<file path="src/ses_pkg.sv">
// package for the scale error supervisor: codes, offsets, timing counts, carriers
// assumes a 20 MHz core clock and a plain strobe register port
//
// Operation
// (RL1) any error forces outputs passive, analog zero
// (RL2) process-active output drops on error
// (RL3) code zero only when normal, no error
// (RL4) not normal state reports code three
// (RL5) enabled overload above upper limit reports four
// (RL6) signal above operating range reports five
// (RL7) enabled underload below lower limit reports six
// (RL8) signal below operating range reports seven
// (RL9) current over 220 mA: code nine, excitation off
// (RL10) retry excitation every 20 seconds while off
// (RL11) supervision limit crossed: warning ten, if enabled
// (RL12) sense voltage out of range reports eleven
// (RL13) transducer signal out of range reports twelve
// (RL14) settling after power-up or filter change: fourteen
// (RL15) readable instrument, command and scale error registers
// (RL16) weight error clears when cause disappears
// (RL17) version read as program, major, minor
// (RL18) program/hardware mismatch: fatal state, code 90
// (RL19) upgrade result lights green or red
// (RL20) converter hardware failure reports fifteen
// (RL21) weight needing over six digits reports twenty
// (RL22) several errors: most severe code wins
package ses_pkg;

  // scale error codes
  localparam logic [7:0] CODE_NONE      = 8'h00;
  localparam logic [7:0] CODE_NOTNORMAL = 8'h03;
  localparam logic [7:0] CODE_OVERLOAD  = 8'h04;
  localparam logic [7:0] CODE_OVERRANGE = 8'h05;
  localparam logic [7:0] CODE_UNDERLOAD = 8'h06;
  localparam logic [7:0] CODE_UNDERRNG  = 8'h07;
  localparam logic [7:0] CODE_EXCCRIT   = 8'h09;
  localparam logic [7:0] CODE_EXCWARN   = 8'h0a;
  localparam logic [7:0] CODE_SENSE     = 8'h0b;
  localparam logic [7:0] CODE_SIGNAL    = 8'h0c;
  localparam logic [7:0] CODE_SETTLING  = 8'h0e;
  localparam logic [7:0] CODE_ADCFAIL   = 8'h0f;
  localparam logic [7:0] CODE_DIGITS    = 8'h14;
  localparam logic [7:0] CODE_SWHW      = 8'h5a;

  // register offsets
  localparam logic [3:0] OFS_SCALE_ERR  = 4'h0;
  localparam logic [3:0] OFS_INSTR_ERR  = 4'h1;
  localparam logic [3:0] OFS_CMD_ERR    = 4'h2;
  localparam logic [3:0] OFS_CONTROL    = 4'h3;
  localparam logic [3:0] OFS_HI_LIMIT   = 4'h4;
  localparam logic [3:0] OFS_LO_LIMIT   = 4'h5;
  localparam logic [3:0] OFS_VERSION    = 4'h6;
  localparam logic [3:0] OFS_STATUS     = 4'h7;

  // control field positions
  localparam int CTL_OVLD_EN = 0;
  localparam int CTL_EXC_SUP = 1;
  localparam int CTL_FILTER  = 4;
  localparam int CTL_FILT_W  = 4;

  // reset values
  localparam logic [31:0] RST_CONTROL  = 32'h0000_0003;
  localparam logic [31:0] RST_HI_LIMIT = 32'h7fff_ffff;
  localparam logic [31:0] RST_LO_LIMIT = 32'h8000_0000;

  // timing
  localparam int CLK_HZ        = 20_000_000;
  localparam int RETRY_SEC     = 20;
  localparam longint RETRY_CYC = longint'(RETRY_SEC) * longint'(CLK_HZ);
  localparam int EXC_CRIT_MA   = 220;

  // version fields; program number selects the model family
  localparam logic [7:0] PROG_STD = 8'h01;

  // condition flags from the measurement front end
  typedef struct packed {
    logic overRange;
    logic underRange;
    logic senseBad;
    logic signalBad;
    logic adcFail;
    logic excWarn;
  } ses_cond_t;

  // register port request
  typedef struct packed {
    logic [3:0]  addr;
    logic [31:0] wdata;
    logic        wr;
    logic        rd;
  } ses_bus_t;

  // safe-state controlled outputs
  typedef struct packed {
    logic [3:0]  digOut;
    logic [15:0] anaOut;
    logic        inProcess;
  } ses_out_t;

  // supervisor top states
  typedef enum logic [1:0] {
    ST_START  = 2'b00,
    ST_NORMAL = 2'b01,
    ST_FATAL  = 2'b10
  } ses_state_t;

endpackage : ses_pkg

</file>
<file path="src/ses_exc_retry.sv">
// excitation shutdown and periodic retry timer
// assumes overCurrent is already synchronised to core_clk
`timescale 1ns/100ps
`default_nettype none
module ses_exc_retry #(
  parameter longint RETRY_CYC = ses_pkg::RETRY_CYC
) (
  // clock and reset
  input  wire logic core_clk,
  input  wire logic rstnSync,
  // current comparator
  input  wire logic overCurrent,
  // excitation control
  output logic      excOn,
  output logic      excCrit
);
  localparam int CW = 40;
  localparam logic [CW-1:0] LAST = CW'(RETRY_CYC - 1);

  logic [CW-1:0] cnt;           // retry timer while shut off
  logic [CW-1:0] next_cnt;
  logic          tripped;       // excitation held off
  logic          next_tripped;

  // trip on over-current, count up to the retry period, then test with excitation on
  always_comb begin
    next_tripped = tripped;
    next_cnt     = cnt;
    if (overCurrent && excOn) begin
      next_tripped = 1'b1;                      // see (RL9)
      next_cnt     = '0;
    end else if (tripped) begin
      if (cnt == LAST) begin
        next_tripped = 1'b0;                    // see (RL10)
        next_cnt     = '0;
      end else begin
        next_cnt = cnt + CW'(1);
      end
    end
  end

  always_ff @(posedge core_clk or negedge rstnSync) begin
    if (!rstnSync) begin
      cnt     <= '0;
      tripped <= 1'b0;
    end else begin
      cnt     <= next_cnt;
      tripped <= next_tripped;
    end
  end

  // latch code stays up while excitation is off, clears once overCurrent is low with excitation back on
  logic critHold;
  logic next_critHold;
  always_comb begin
    next_critHold = critHold;
    if (overCurrent) next_critHold = 1'b1;
    else if (!tripped) next_critHold = 1'b0;
  end
  always_ff @(posedge core_clk or negedge rstnSync) begin
    if (!rstnSync) critHold <= 1'b0;
    else critHold <= next_critHold;
  end

  assign excOn   = !tripped;
  assign excCrit = critHold || tripped;         // see (RL9)

  a_trip_off: assert property (@(posedge core_clk) disable iff (!rstnSync)
    (overCurrent && excOn) |=> !excOn) else $error("excitation not cut"); // see (RL9)
  cv_trip: cover property (@(posedge core_clk) disable iff (!rstnSync) $fell(excOn));
endmodule : ses_exc_retry
`default_nettype wire

</file>
<file path="src/ses_supervisor.sv">
// scale error supervisor top: code priority, safe outputs, register port
// assumes front-end condition pins are asynchronous; weight arrives from core logic
//
// Strobed register access and the register addresses were chosen for this implementation.
`timescale 1ns/100ps
`default_nettype none
module ses_supervisor #(
  parameter longint   RETRY_CYC = ses_pkg::RETRY_CYC,
  parameter int       SETTLE_N  = 16,
  parameter int       MAX_DISP  = 999_999,
  parameter logic [7:0] HW_PROG = ses_pkg::PROG_STD,   // model family; arbitrary default
  parameter logic [7:0] VER_MAJ = 8'h01,               // arbitrary
  parameter logic [7:0] VER_MIN = 8'h00                // arbitrary
) (
  // clock and reset
  input  wire logic              core_clk,
  input  wire logic              rstn,
  // front-end conditions (asynchronous pins)
  input  wire ses_pkg::ses_cond_t condPin,
  input  wire logic              overCurrentPin,
  // weight path, core clock
  input  wire logic signed [31:0] weight,
  input  wire logic              convDone,
  input  wire logic [31:0]       dispMag,
  // program identity and upgrade result
  input  wire logic [7:0]        progNum,
  input  wire logic              upgDone,
  input  wire logic              upgOk,
  // normal-operation outputs from the application
  input  wire ses_pkg::ses_out_t appOut,
  // register port
  input  wire ses_pkg::ses_bus_t bus,
  output logic [31:0]            rdata,
  // controlled outputs
  output ses_pkg::ses_out_t      safeOut,
  output logic                   excEnable,
  output logic                   ledGreen,
  output logic                   ledRed
);
  localparam int NC = 7;

  // reset release
  logic [1:0] rstSync;
  always_ff @(posedge core_clk or negedge rstn) begin
    if (!rstn) rstSync <= 2'b00;
    else rstSync <= {rstSync[0], 1'b1};
  end
  logic rstnSync;
  assign rstnSync = rstSync[1];

  // three-stage pin synchroniser; change taken when stages two and three agree
  logic [NC-1:0] s1, s2, s3, cond;
  logic [NC-1:0] pinVec;
  logic [NC-1:0] next_cond;
  assign pinVec = {overCurrentPin, condPin};
  always_comb begin
    next_cond = cond;
    for (int i = 0; i < NC; i++) begin
      if (s2[i] == s3[i]) next_cond[i] = s3[i];
    end
  end
  always_ff @(posedge core_clk or negedge rstnSync) begin
    if (!rstnSync) begin
      s1   <= '0;
      s2   <= '0;
      s3   <= '0;
      cond <= '0;
    end else begin
      s1   <= pinVec;
      s2   <= s1;
      s3   <= s2;
      cond <= next_cond;
    end
  end
  ses_pkg::ses_cond_t c;
  logic overCur;
  assign c       = cond[NC-2:0];
  assign overCur = cond[NC-1];

  // excitation protection
  logic excCrit;
  ses_exc_retry #(.RETRY_CYC(RETRY_CYC)) u_exc (
    .core_clk    (core_clk),
    .rstnSync    (rstnSync),
    .overCurrent (overCur),
    .excOn       (excEnable),
    .excCrit     (excCrit)
  );

  // software registers
  logic [31:0] control, next_control;
  logic [31:0] hiLimit, next_hiLimit;
  logic [31:0] loLimit, next_loLimit;
  logic [7:0]  cmdErr,  next_cmdErr;
  logic        filtChg;                      // filter field written with new value
  always_comb begin
    next_control = control;
    next_hiLimit = hiLimit;
    next_loLimit = loLimit;
    next_cmdErr  = cmdErr;
    filtChg      = 1'b0;
    if (bus.wr) begin
      unique case (bus.addr)
        ses_pkg::OFS_CONTROL: begin
          next_control = bus.wdata;
          filtChg = bus.wdata[ses_pkg::CTL_FILTER +: ses_pkg::CTL_FILT_W] !=
                    control[ses_pkg::CTL_FILTER +: ses_pkg::CTL_FILT_W];
        end
        ses_pkg::OFS_HI_LIMIT: next_hiLimit = bus.wdata;
        ses_pkg::OFS_LO_LIMIT: next_loLimit = bus.wdata;
        ses_pkg::OFS_CMD_ERR:  next_cmdErr  = bus.wdata[7:0];  // write sets, zero clears
        default: next_cmdErr = 8'h01;                          // write to read-only or unmapped address
      endcase
    end
  end
  always_ff @(posedge core_clk or negedge rstnSync) begin
    if (!rstnSync) begin
      control <= ses_pkg::RST_CONTROL;
      hiLimit <= ses_pkg::RST_HI_LIMIT;
      loLimit <= ses_pkg::RST_LO_LIMIT;
      cmdErr  <= 8'h00;
    end else begin
      control <= next_control;
      hiLimit <= next_hiLimit;
      loLimit <= next_loLimit;
      cmdErr  <= next_cmdErr;
    end
  end

  // settling counter: conversions needed after power-up or filter change
  localparam int SW = $clog2(SETTLE_N + 1);
  logic [SW-1:0] settle, next_settle;
  logic settled;
  assign settled = (settle == SW'(SETTLE_N));
  always_comb begin
    next_settle = settle;
    if (filtChg) next_settle = '0;                         // see (RL14)
    else if (convDone && !settled) next_settle = settle + SW'(1);
  end
  always_ff @(posedge core_clk or negedge rstnSync) begin
    if (!rstnSync) settle <= '0;
    else settle <= next_settle;
  end

  // top state: program check once after reset release, fatal is sticky
  ses_pkg::ses_state_t state, next_state;
  always_comb begin
    next_state = state;
    unique case (state)
      ses_pkg::ST_START:  next_state = (progNum == HW_PROG) ? ses_pkg::ST_NORMAL
                                                            : ses_pkg::ST_FATAL; // see (RL18)
      ses_pkg::ST_NORMAL: next_state = ses_pkg::ST_NORMAL;
      ses_pkg::ST_FATAL:  next_state = ses_pkg::ST_FATAL;
      default:            next_state = ses_pkg::ST_FATAL;
    endcase
  end
  always_ff @(posedge core_clk or negedge rstnSync) begin
    if (!rstnSync) state <= ses_pkg::ST_START;
    else state <= next_state;
  end

  // scale error code, most severe first; recomputed each cycle so it clears
  logic [7:0] scaleCode, next_scaleCode;
  logic ovl, unl;
  assign ovl = control[ses_pkg::CTL_OVLD_EN] && (weight > $signed(hiLimit));
  assign unl = control[ses_pkg::CTL_OVLD_EN] && (weight < $signed(loLimit));
  always_comb begin
    if (state != ses_pkg::ST_NORMAL)           next_scaleCode = ses_pkg::CODE_NOTNORMAL; // see (RL4)
    else if (c.adcFail)                        next_scaleCode = ses_pkg::CODE_ADCFAIL;   // see (RL20)
    else if (excCrit)                          next_scaleCode = ses_pkg::CODE_EXCCRIT;   // see (RL9)
    else if (c.signalBad)                      next_scaleCode = ses_pkg::CODE_SIGNAL;    // see (RL13)
    else if (c.senseBad)                       next_scaleCode = ses_pkg::CODE_SENSE;     // see (RL12)
    else if (!settled)                         next_scaleCode = ses_pkg::CODE_SETTLING;  // see (RL14)
    else if (c.overRange)                      next_scaleCode = ses_pkg::CODE_OVERRANGE; // see (RL6)
    else if (c.underRange)                     next_scaleCode = ses_pkg::CODE_UNDERRNG;  // see (RL8)
    else if (ovl)                              next_scaleCode = ses_pkg::CODE_OVERLOAD;  // see (RL5)
    else if (unl)                              next_scaleCode = ses_pkg::CODE_UNDERLOAD; // see (RL7)
    else if (dispMag > 32'(MAX_DISP))          next_scaleCode = ses_pkg::CODE_DIGITS;    // see (RL21)
    else if (c.excWarn && control[ses_pkg::CTL_EXC_SUP])
                                               next_scaleCode = ses_pkg::CODE_EXCWARN;   // see (RL11)
    else                                       next_scaleCode = ses_pkg::CODE_NONE;      // see (RL3)
  end                                                                                    // see (RL22)
  always_ff @(posedge core_clk or negedge rstnSync) begin
    if (!rstnSync) scaleCode <= ses_pkg::CODE_NOTNORMAL;
    else scaleCode <= next_scaleCode;                                                    // see (RL16)
  end

  // instrument error: fatal start-up code
  logic [7:0] instrErr;
  assign instrErr = (state == ses_pkg::ST_FATAL) ? ses_pkg::CODE_SWHW : 8'h00;   // see (RL18)

  // warning keeps the unit running, every other nonzero code forces the safe state
  logic errAct;
  assign errAct = (scaleCode != ses_pkg::CODE_NONE) && (scaleCode != ses_pkg::CODE_EXCWARN);

  // safe outputs registered so glitches in the code never reach pins
  ses_pkg::ses_out_t next_out;
  always_comb begin
    next_out = appOut;
    if (errAct || next_scaleCode != ses_pkg::CODE_NONE &&
        next_scaleCode != ses_pkg::CODE_EXCWARN) begin
      next_out.digOut    = 4'h0;                   // see (RL1)
      next_out.anaOut    = 16'h0000;               // see (RL1)
      next_out.inProcess = 1'b0;                   // see (RL2)
    end
  end
  always_ff @(posedge core_clk or negedge rstnSync) begin
    if (!rstnSync) safeOut <= '0;
    else safeOut <= next_out;
  end

  // upgrade indicators, caught once at completion
  logic next_green, next_red;
  always_comb begin
    next_green = ledGreen;
    next_red   = ledRed;
    if (upgDone) begin
      next_green = upgOk;                          // see (RL19)
      next_red   = !upgOk;                         // see (RL19)
    end
  end
  always_ff @(posedge core_clk or negedge rstnSync) begin
    if (!rstnSync) begin
      ledGreen <= 1'b0;
      ledRed   <= 1'b0;
    end else begin
      ledGreen <= next_green;
      ledRed   <= next_red;
    end
  end

  // read port, data one cycle after the strobe, zero otherwise
  logic [31:0] next_rdata;
  always_comb begin
    next_rdata = 32'h0000_0000;
    if (bus.rd) begin
      unique case (bus.addr)
        ses_pkg::OFS_SCALE_ERR: next_rdata = {24'h0, scaleCode};           // see (RL15)
        ses_pkg::OFS_INSTR_ERR: next_rdata = {24'h0, instrErr};            // see (RL15)
        ses_pkg::OFS_CMD_ERR:   next_rdata = {24'h0, cmdErr};              // see (RL15)
        ses_pkg::OFS_CONTROL:   next_rdata = control;
        ses_pkg::OFS_HI_LIMIT:  next_rdata = hiLimit;
        ses_pkg::OFS_LO_LIMIT:  next_rdata = loLimit;
        ses_pkg::OFS_VERSION:   next_rdata = {8'h0, progNum, VER_MAJ, VER_MIN}; // see (RL17)
        ses_pkg::OFS_STATUS:    next_rdata = {28'h0, excEnable, settled, errAct,
                                              state == ses_pkg::ST_NORMAL};
        default:                next_rdata = 32'h0000_0000;
      endcase
    end
  end
  always_ff @(posedge core_clk or negedge rstnSync) begin
    if (!rstnSync) rdata <= '0;
    else rdata <= next_rdata;
  end

  // checks
  a_safe_digout: assert property (@(posedge core_clk) disable iff (!rstnSync)
    errAct |-> (safeOut.digOut == 4'h0 && safeOut.anaOut == 16'h0000))
    else $error("outputs not safe under error"); // see (RL1)
  a_inproc_drop: assert property (@(posedge core_clk) disable iff (!rstnSync)
    errAct |-> !safeOut.inProcess) else $error("in-process high under error"); // see (RL2)
  a_zero_code: assert property (@(posedge core_clk) disable iff (!rstnSync)
    (scaleCode == ses_pkg::CODE_NONE) |-> $past(state == ses_pkg::ST_NORMAL && settled))
    else $error("zero code while not normal"); // see (RL3)
  a_not_normal: assert property (@(posedge core_clk) disable iff (!rstnSync)
    (state != ses_pkg::ST_NORMAL) |=> (scaleCode == ses_pkg::CODE_NOTNORMAL))
    else $error("code three missing"); // see (RL4)
  a_fatal_code: assert property (@(posedge core_clk) disable iff (!rstnSync)
    (state == ses_pkg::ST_START && progNum != HW_PROG) |=> (instrErr == ses_pkg::CODE_SWHW)[*3])
    else $error("mismatch not fatal"); // see (RL18)
  a_settle_rst: assert property (@(posedge core_clk) disable iff (!rstnSync)
    filtChg |=> !settled) else $error("filter change did not restart settling"); // see (RL14)
  a_read_data: assert property (@(posedge core_clk) disable iff (!rstnSync)
    (bus.rd && bus.addr == ses_pkg::OFS_SCALE_ERR) |=> (rdata[7:0] == $past(scaleCode)))
    else $error("scale code read wrong"); // see (RL15)
  a_led_result: assert property (@(posedge core_clk) disable iff (!rstnSync)
    upgDone |=> (ledGreen == $past(upgOk) && ledRed != ledGreen))
    else $error("upgrade led wrong"); // see (RL19)
  a_crit_code: assert property (@(posedge core_clk) disable iff (!rstnSync)
    (!excEnable && state == ses_pkg::ST_NORMAL && !c.adcFail) |=> scaleCode == ses_pkg::CODE_EXCCRIT)
    else $error("critical code missing"); // see (RL9)
  cv_clean:   cover property (@(posedge core_clk) disable iff (!rstnSync)
    $rose(scaleCode == ses_pkg::CODE_NONE));
  cv_ovl:     cover property (@(posedge core_clk) disable iff (!rstnSync)
    scaleCode == ses_pkg::CODE_OVERLOAD ##1 scaleCode == ses_pkg::CODE_NONE);
  cv_fatal:   cover property (@(posedge core_clk) disable iff (!rstnSync)
    state == ses_pkg::ST_FATAL);
endmodule : ses_supervisor
`default_nettype wire

</file>
<file path="config.mk">
export PLATFORM = sky130hd
export DESIGN_NAME = ses_supervisor
export DESIGN_NICKNAME = d
export VERILOG_FILES = /design/src/ses_pkg.sv /design/src/ses_exc_retry.sv /design/src/ses_supervisor.sv
export SDC_FILE = /design/constraint.sdc
export NUM_CORES = 1
export LEC_CHECK = 0
export ABC_AREA = 1
export BUFFER_PORTS_ARGS = -buffer_cell sky130_fd_sc_hd__buf_2
export CAP_MARGIN = 30
export CELL_PAD_IN_SITES_DETAIL_PLACEMENT = 0
export CELL_PAD_IN_SITES_GLOBAL_PLACEMENT = 2
export CORE_ASPECT_RATIO = 0.6
export CORE_UTILIZATION = 34
export CTS_BUF_LIST = sky130_fd_sc_hd__clkbuf_8 sky130_fd_sc_hd__clkbuf_16
export CTS_CLUSTER_DIAMETER = 150
export CTS_CLUSTER_SIZE = 8
export DETAILED_ROUTE_END_ITERATION = 6
export GPL_TIMING_DRIVEN = 0
export PLACE_DENSITY_LB_ADDON = 0.1
export SLEW_MARGIN = 20
export SYNTH_ARGS = -nofsm -noshare
export SYNTH_HDL_FRONTEND = slang
export SYNTH_SLANG_ARGS = --single-unit
</file>
<file path="constraint.sdc">
create_clock -name core_clk -period 10.5 [get_ports core_clk]
set_clock_uncertainty 0.1 [all_clocks]
set_input_delay 1.575 -clock core_clk [delete_from_list [all_inputs] [get_ports core_clk]]
set_output_delay 1.575 -clock core_clk [all_outputs]
set_load 0.02 [all_outputs]
</file>
# After elaboration in Yosys (flattened, before gate mapping)
# Cells that the tools add are included.
# totals
ff_bits,246
latchBits,0
mem_bits_rw,0
mem_bits_ro,0
input_bits,143
output_inout_bits,56
memories,0
# classes
add_sub_neg,2
n_mul,0
div,0
magnitude_cmp,3
n_eq_ne,24
shifts,0
muxes,31
n_bitwise,1
n_reduce_logical,23
# ops
cell,count
$pmux 32 s8,1
$mux 40,3
$mux 5,13
$add 40x1->40 const B,1
$eq 40x29->1 const B,1
$gt 32x20->1 const B,1
$gt 32x32->1,1
$lt 32x32->1,1
$mux 32,1
$mux 21,1
$eq 4x3->1 const B,4
$ne 8x4->1 const B,2
$pmux 8 s2,1
$reduce_bool 8->1,2
$eq 4x2->1 const B,2
$eq 8x1->1 const B,1
$reduce_and 2->1,4
$eq 1x1->1,7
$logic_and 1x1->1,7
$mux 1,7
$mux 7,1
$add 5x1->5 const B,1
$eq 5x5->1 const B,1
$eq 4x1->1 const B,1
other kinds (15),19

# Depth between registers and ports, before layout
# logic_depth
depth_word,17
ltp_mapped,23
ltp_nobuf,22

# Modules after synthesis
# Synthesis repeated with hierarchy kept, for this count alone.
# hier_totals
hier_cells,1525
area_unflattened_um2,12594.6
# by_module_without_submodules
module,instances,cells_per_inst,area_per_inst_um2
ses_supervisor,1,1066,9603.0
ses_exc_retry,1,459,2991.6

# Worst setup path before layout
# No wires, ideal clock.
# synth_path
path_kind,input to register
from,input port weight[31]
to,register safeOut[0] in the netlist's numbering
arrival_time_ns,3.153
setup_slack_ns,7.131
stages,15
n_path_buf,1
cell_sequence,ha_1 > nand2_1 > nor2_1 > nand2_1 > nor2_1 > nand2_1 > a21oi_1 > nor2_1 > nor2_1 > nand2_1 > o21ai_1 > inv_1 > nand3_1 > buf_4 > nor2_1
# synth_rtl
element,line_no,source
start: declaration,ses_supervisor.sv:22,"input wire logic signed [31:0] weight,"
end signal: assignment,ses_supervisor.sv:209,else safeOut <= next_out;
end: declaration,ses_supervisor.sv:35,"output ses_pkg::ses_out_t safeOut,"

# Worst setup path after layout
# layout_path
from,input port bus[37] in the netlist's numbering
to,register rdata[2]
# layout_via
elab_chain_cells,3
elab_cells_between_ends,10
classes_between,eq/ne (7); mux (2); reduce/logical (1)
# layout_rtl
element,line_no,source
start: declaration,ses_supervisor.sv:32,"input wire ses_pkg::ses_bus_t bus,"
$eq 4x3->1 (tied with other cells),ses_supervisor.sv:237,unique case (bus.addr)
$pmux 32 s8 (*),ses_supervisor.sv:237,
$mux 32 (*),ses_supervisor.sv:236,if (bus.rd) begin
named net next_rdata[2],ses_supervisor.sv:233,logic [31:0] next_rdata;
end signal: assignment,ses_supervisor.sv:253,else rdata <= next_rdata;
end: declaration,ses_supervisor.sv:33,"output logic [31:0] rdata,"
# The timed path passes the listed nets; every way through them passes the cells marked *.
# A chain may end at the register's enable or synchronous reset.

==> results.yml <==
synth:
  synth_area_leaders: "dfrtp_1 43%, nand2_1 8.5%, dfstp_2 7.9%, inv_1 7.2%, ha_1 6.9%"
  synth_edf_count: 0
  ys_types: 52
  synthArstFlopShare_pct: 100.0
  synth_top_area_cell: "dfrtp_1"
  syn_inst: 1386
  ys.flop_type: "dfrtp_1"
  yosysTopAreaCellShare_pct: 43.05
  syn-num-nets: 1595
  ys_seq_area_share_pct: 50.92
  synthTopCellsByCount: "274 x nand2_1, 232 x inv_1, 207 x dfrtp_1"
  ys_ff_latch: 243
  ys_warn_count: 0
  synth_area_mm2: 0.01203
  synth.most_common_cell: "nand2_1"
  avgSynthCellArea_um2: 8.681
clocking:
  postCtsSetupBuffers: 0
  cts_buffers: 36
  cts_root_buffer: "clkbuf_16"
  cts_buffer_depth: 3
  htree_levels: 2
  clk_latency_ps: 520
  postCtsHoldBufs: 0
  numClockSinks: 243
  cts-resized-gates: 0
  clk_pin_slew_worst_paths_ps: 50
  cts_tree: "built"
sta:
  hold_ws_ps: 122.9
  fin_crit_sh_pct: 35.85
  slew_headroom_pct: 35.55
  fmax_ghz: 0.2657
  hold_violations: 0
  worstMarginPinSlew_ps: 966.7
  period_needed_ps: 3764
  slew_viol_final: 0
  setup_viol: 0
  rsz0062_at_grt: "false"
global_route:
  grt_max_degree: 54
  grt_pass1_wl_um: 59510
  grt_pass1_vias: 9961
  antenna_found_initial: 3
  track_usage_pct: 21.71
  grt_overflow: 0
floorplanning:
  fp.dieW_um: 244.9
  coreArea_mm2: 0.03429
  dieArea_mm2: 0.03617
  num_rows: 52
  initial_utilization_pct: 35.09
  io_pins: 199
  fp.dieH_um: 147.7
worst_setup_path:
  r2r_start: "u_exc.cnt[0]$_DFFE_PN0P_"
  cp.arrival_ps: 4040
  slowest_stage: "clkbuf_1"
  reg2reg_to: "u_exc.cnt[20]$_DFFE_PN0P_"
  crit_path_start: "bus[37]"
  worstSetupPathType: "in -> reg"
  slowest_delay_ps: 790
  cp-endpoint: "rdata[2]$_DFF_PN0_"
  crit_chain: "buf_2 > nor2_1 > inv_1 > nor2_1 > clkbuf_1 > nand2_1 > a41oi_1"
  worst-r2r-setup-slack_ps: 7350
  crit_required_ps: 10770
  cp-end-kind: "flop"
  critPathMaxFanout: 10
  r2r_cells: 9
  worst_setup_path_start_kind: "input pin"
  crit_top_cell: "nor2_1"
final_layout:
  fillers: 3506
  final_cell_count_no_fill: 2108
  drive_gt1_share_pct: 19.13
  final_nets: 1829
  seq_area_mm2: 0.006130
  areaGrowthSynthToFinish_pct: 22.61
  multi_input_area_mm2: 0.004857
  design_area_mm2: 0.01475
routing:
  routed_wl_um: 38490
  drtAntennaViolNets: 0
  drc: 0
  vias: 10320
  dr.pass1.iters: 6
  drtIter0Drc: 761
  detail_route.wl_per_cell_um: 18.26
  viasPerCell: 4.896
placed_design:
  globalplace.congestion: 0.8496
  place_area_mm2: 0.01370
  dp.cells: 2041
  port_buffers: 191
  dp.final_hpwl_um: 28890
power:
  cellLeakagePower_nw: 7.401
  ir_worst_vdd_uv: 108.3
  power_mw: 2.666
  p_per_area_mw_per_mm2: 180.7
status:
  status: "complete, no violations"
run:
  maxCapViolCount: 0
worst_hold_path:
  hold_class: "reg -> async"
==> how the worst min path moves through the flow <==
stage | from | to | slack (ps) | depth (start not counted)
finish | rstSync[1]$_DFF_PN0_ | rdata[11]$_DFF_PN0_ | 120 | 0
global route | rstSync[1]$_DFF_PN0_ | u_exc.cnt[11]$_DFFE_PN0P_ | 150 | 0
CTS | rstSync[1]$_DFF_PN0_ | control[15]$_DFFE_PN0P_ | 140 | 0
detailed placement | rstSync[1]$_DFF_PN0_ | control[15]$_DFFE_PN0P_ | 140 | 0
global placement | s1[6]$_DFF_PN0_ | s2[6]$_DFF_PN0_ | 230 | 0
floorplan | rstSync[0]$_DFF_PN0_ | rstSync[1]$_DFF_PN0_ | 230 | 0
==> placed cells by master, fill, tap and decap left out, drive strengths merged, types with 4 or more instances in the layout <==
cell type	synthesis	routed
ha	66	66
clkbuf	33	70
nand4	20	20
o21ai	150	150
nor4	12	12
xor2	5	5
maj3	7	7
nand2	281	281
nor2	112	112
buf	6	202
xnor2	5	5
dfstp	36	36
nand3	37	37
a221oi	16	16
nor3	19	19
o221ai	15	15
a21oi	59	59
inv	236	263
o22ai	23	23
o32ai	4	4
dfrtp	207	207
a31oi	6	6
==> flip-flops by register name, summed over array words and instances, names as in the netlist, 2 cells and up <==
name	flops
state	2
settle	5
hiLimit	32
rdata	32
scaleCode	5
s1	7
cmdErr	8
loLimit	32
safeOut	21
cond	7
s2	7
rstSync	2
u_exc.cnt	40
control	32
s3	7
==> critical path, delay by kind of cell <==
| kind | cells | cell delay, ps |
|---|---|---|
| AO/OA/AOI/OAI | 1 | 390 |
| buffers and inverters | 3 | 1030 |
| AND/OR/NAND/NOR | 3 | 1030 |
==> through the flow <==
| step | util, % | setup WS [ps] | setup TNS, ps |
|---|---|---|---|
| final | 43.02 | 6736 | 0 |
| after global routing | 43.02 | 6663 | 0 |
| after CTS | 43.01 | 6866 | 0 |
| after detailed placement | 39.96 | 6340 | 0 |
| after global placement | 39.55 | -353.2 | -62590 |
| after floorplan | - | 3190 | 0 |
==> cells by family after synthesis <==
| group | count (synthesis) | share of synthesized area [%] |
|---|---|---|
| other cells | 1 | 0.03117 |
| xor+xnor | 10 | 0.7279 |
| flops | 243 | 50.92 |
| fa+ha+maj | 73 | 7.446 |
| compound gates | 291 | 13.95 |
| simple gates | 490 | 18.17 |
| buf+inv | 278 | 8.767 |
==> layout make-up <==
cell class              instances  share of cell area, %
diodes                          2                0.03393
well taps                     459                  3.893
inverters                     239                  6.090
clock inverters                28                 0.8058
plain buffers                  39                  1.060
clock buffers                  37                  6.277
multi-input cells             865                  32.93
flip-flops and latches        243                  41.55
repair buffers                196                  7.362
==> per-layer routing <==
metal	vias up	track usage [%]	wire length [µm]
met5	-	0	17
met1	4935	36.30	21220
met3	38	4.230	2385
met2	316	27.69	14380
li1	5030	-	-
met4	2	4.469	486
==> power by group <==
part	switching, mW	leakage, nW	total [mW]	internal [mW]
Clock	0.433	0.598	1.07	0.632
Combinational	0.280	3.73	0.453	0.173
Sequential	0.0783	3.07	1.15	1.07
Total	0.792	7.40	2.67	1.87
No activity file was read; power rests on OpenSTA's default activity.
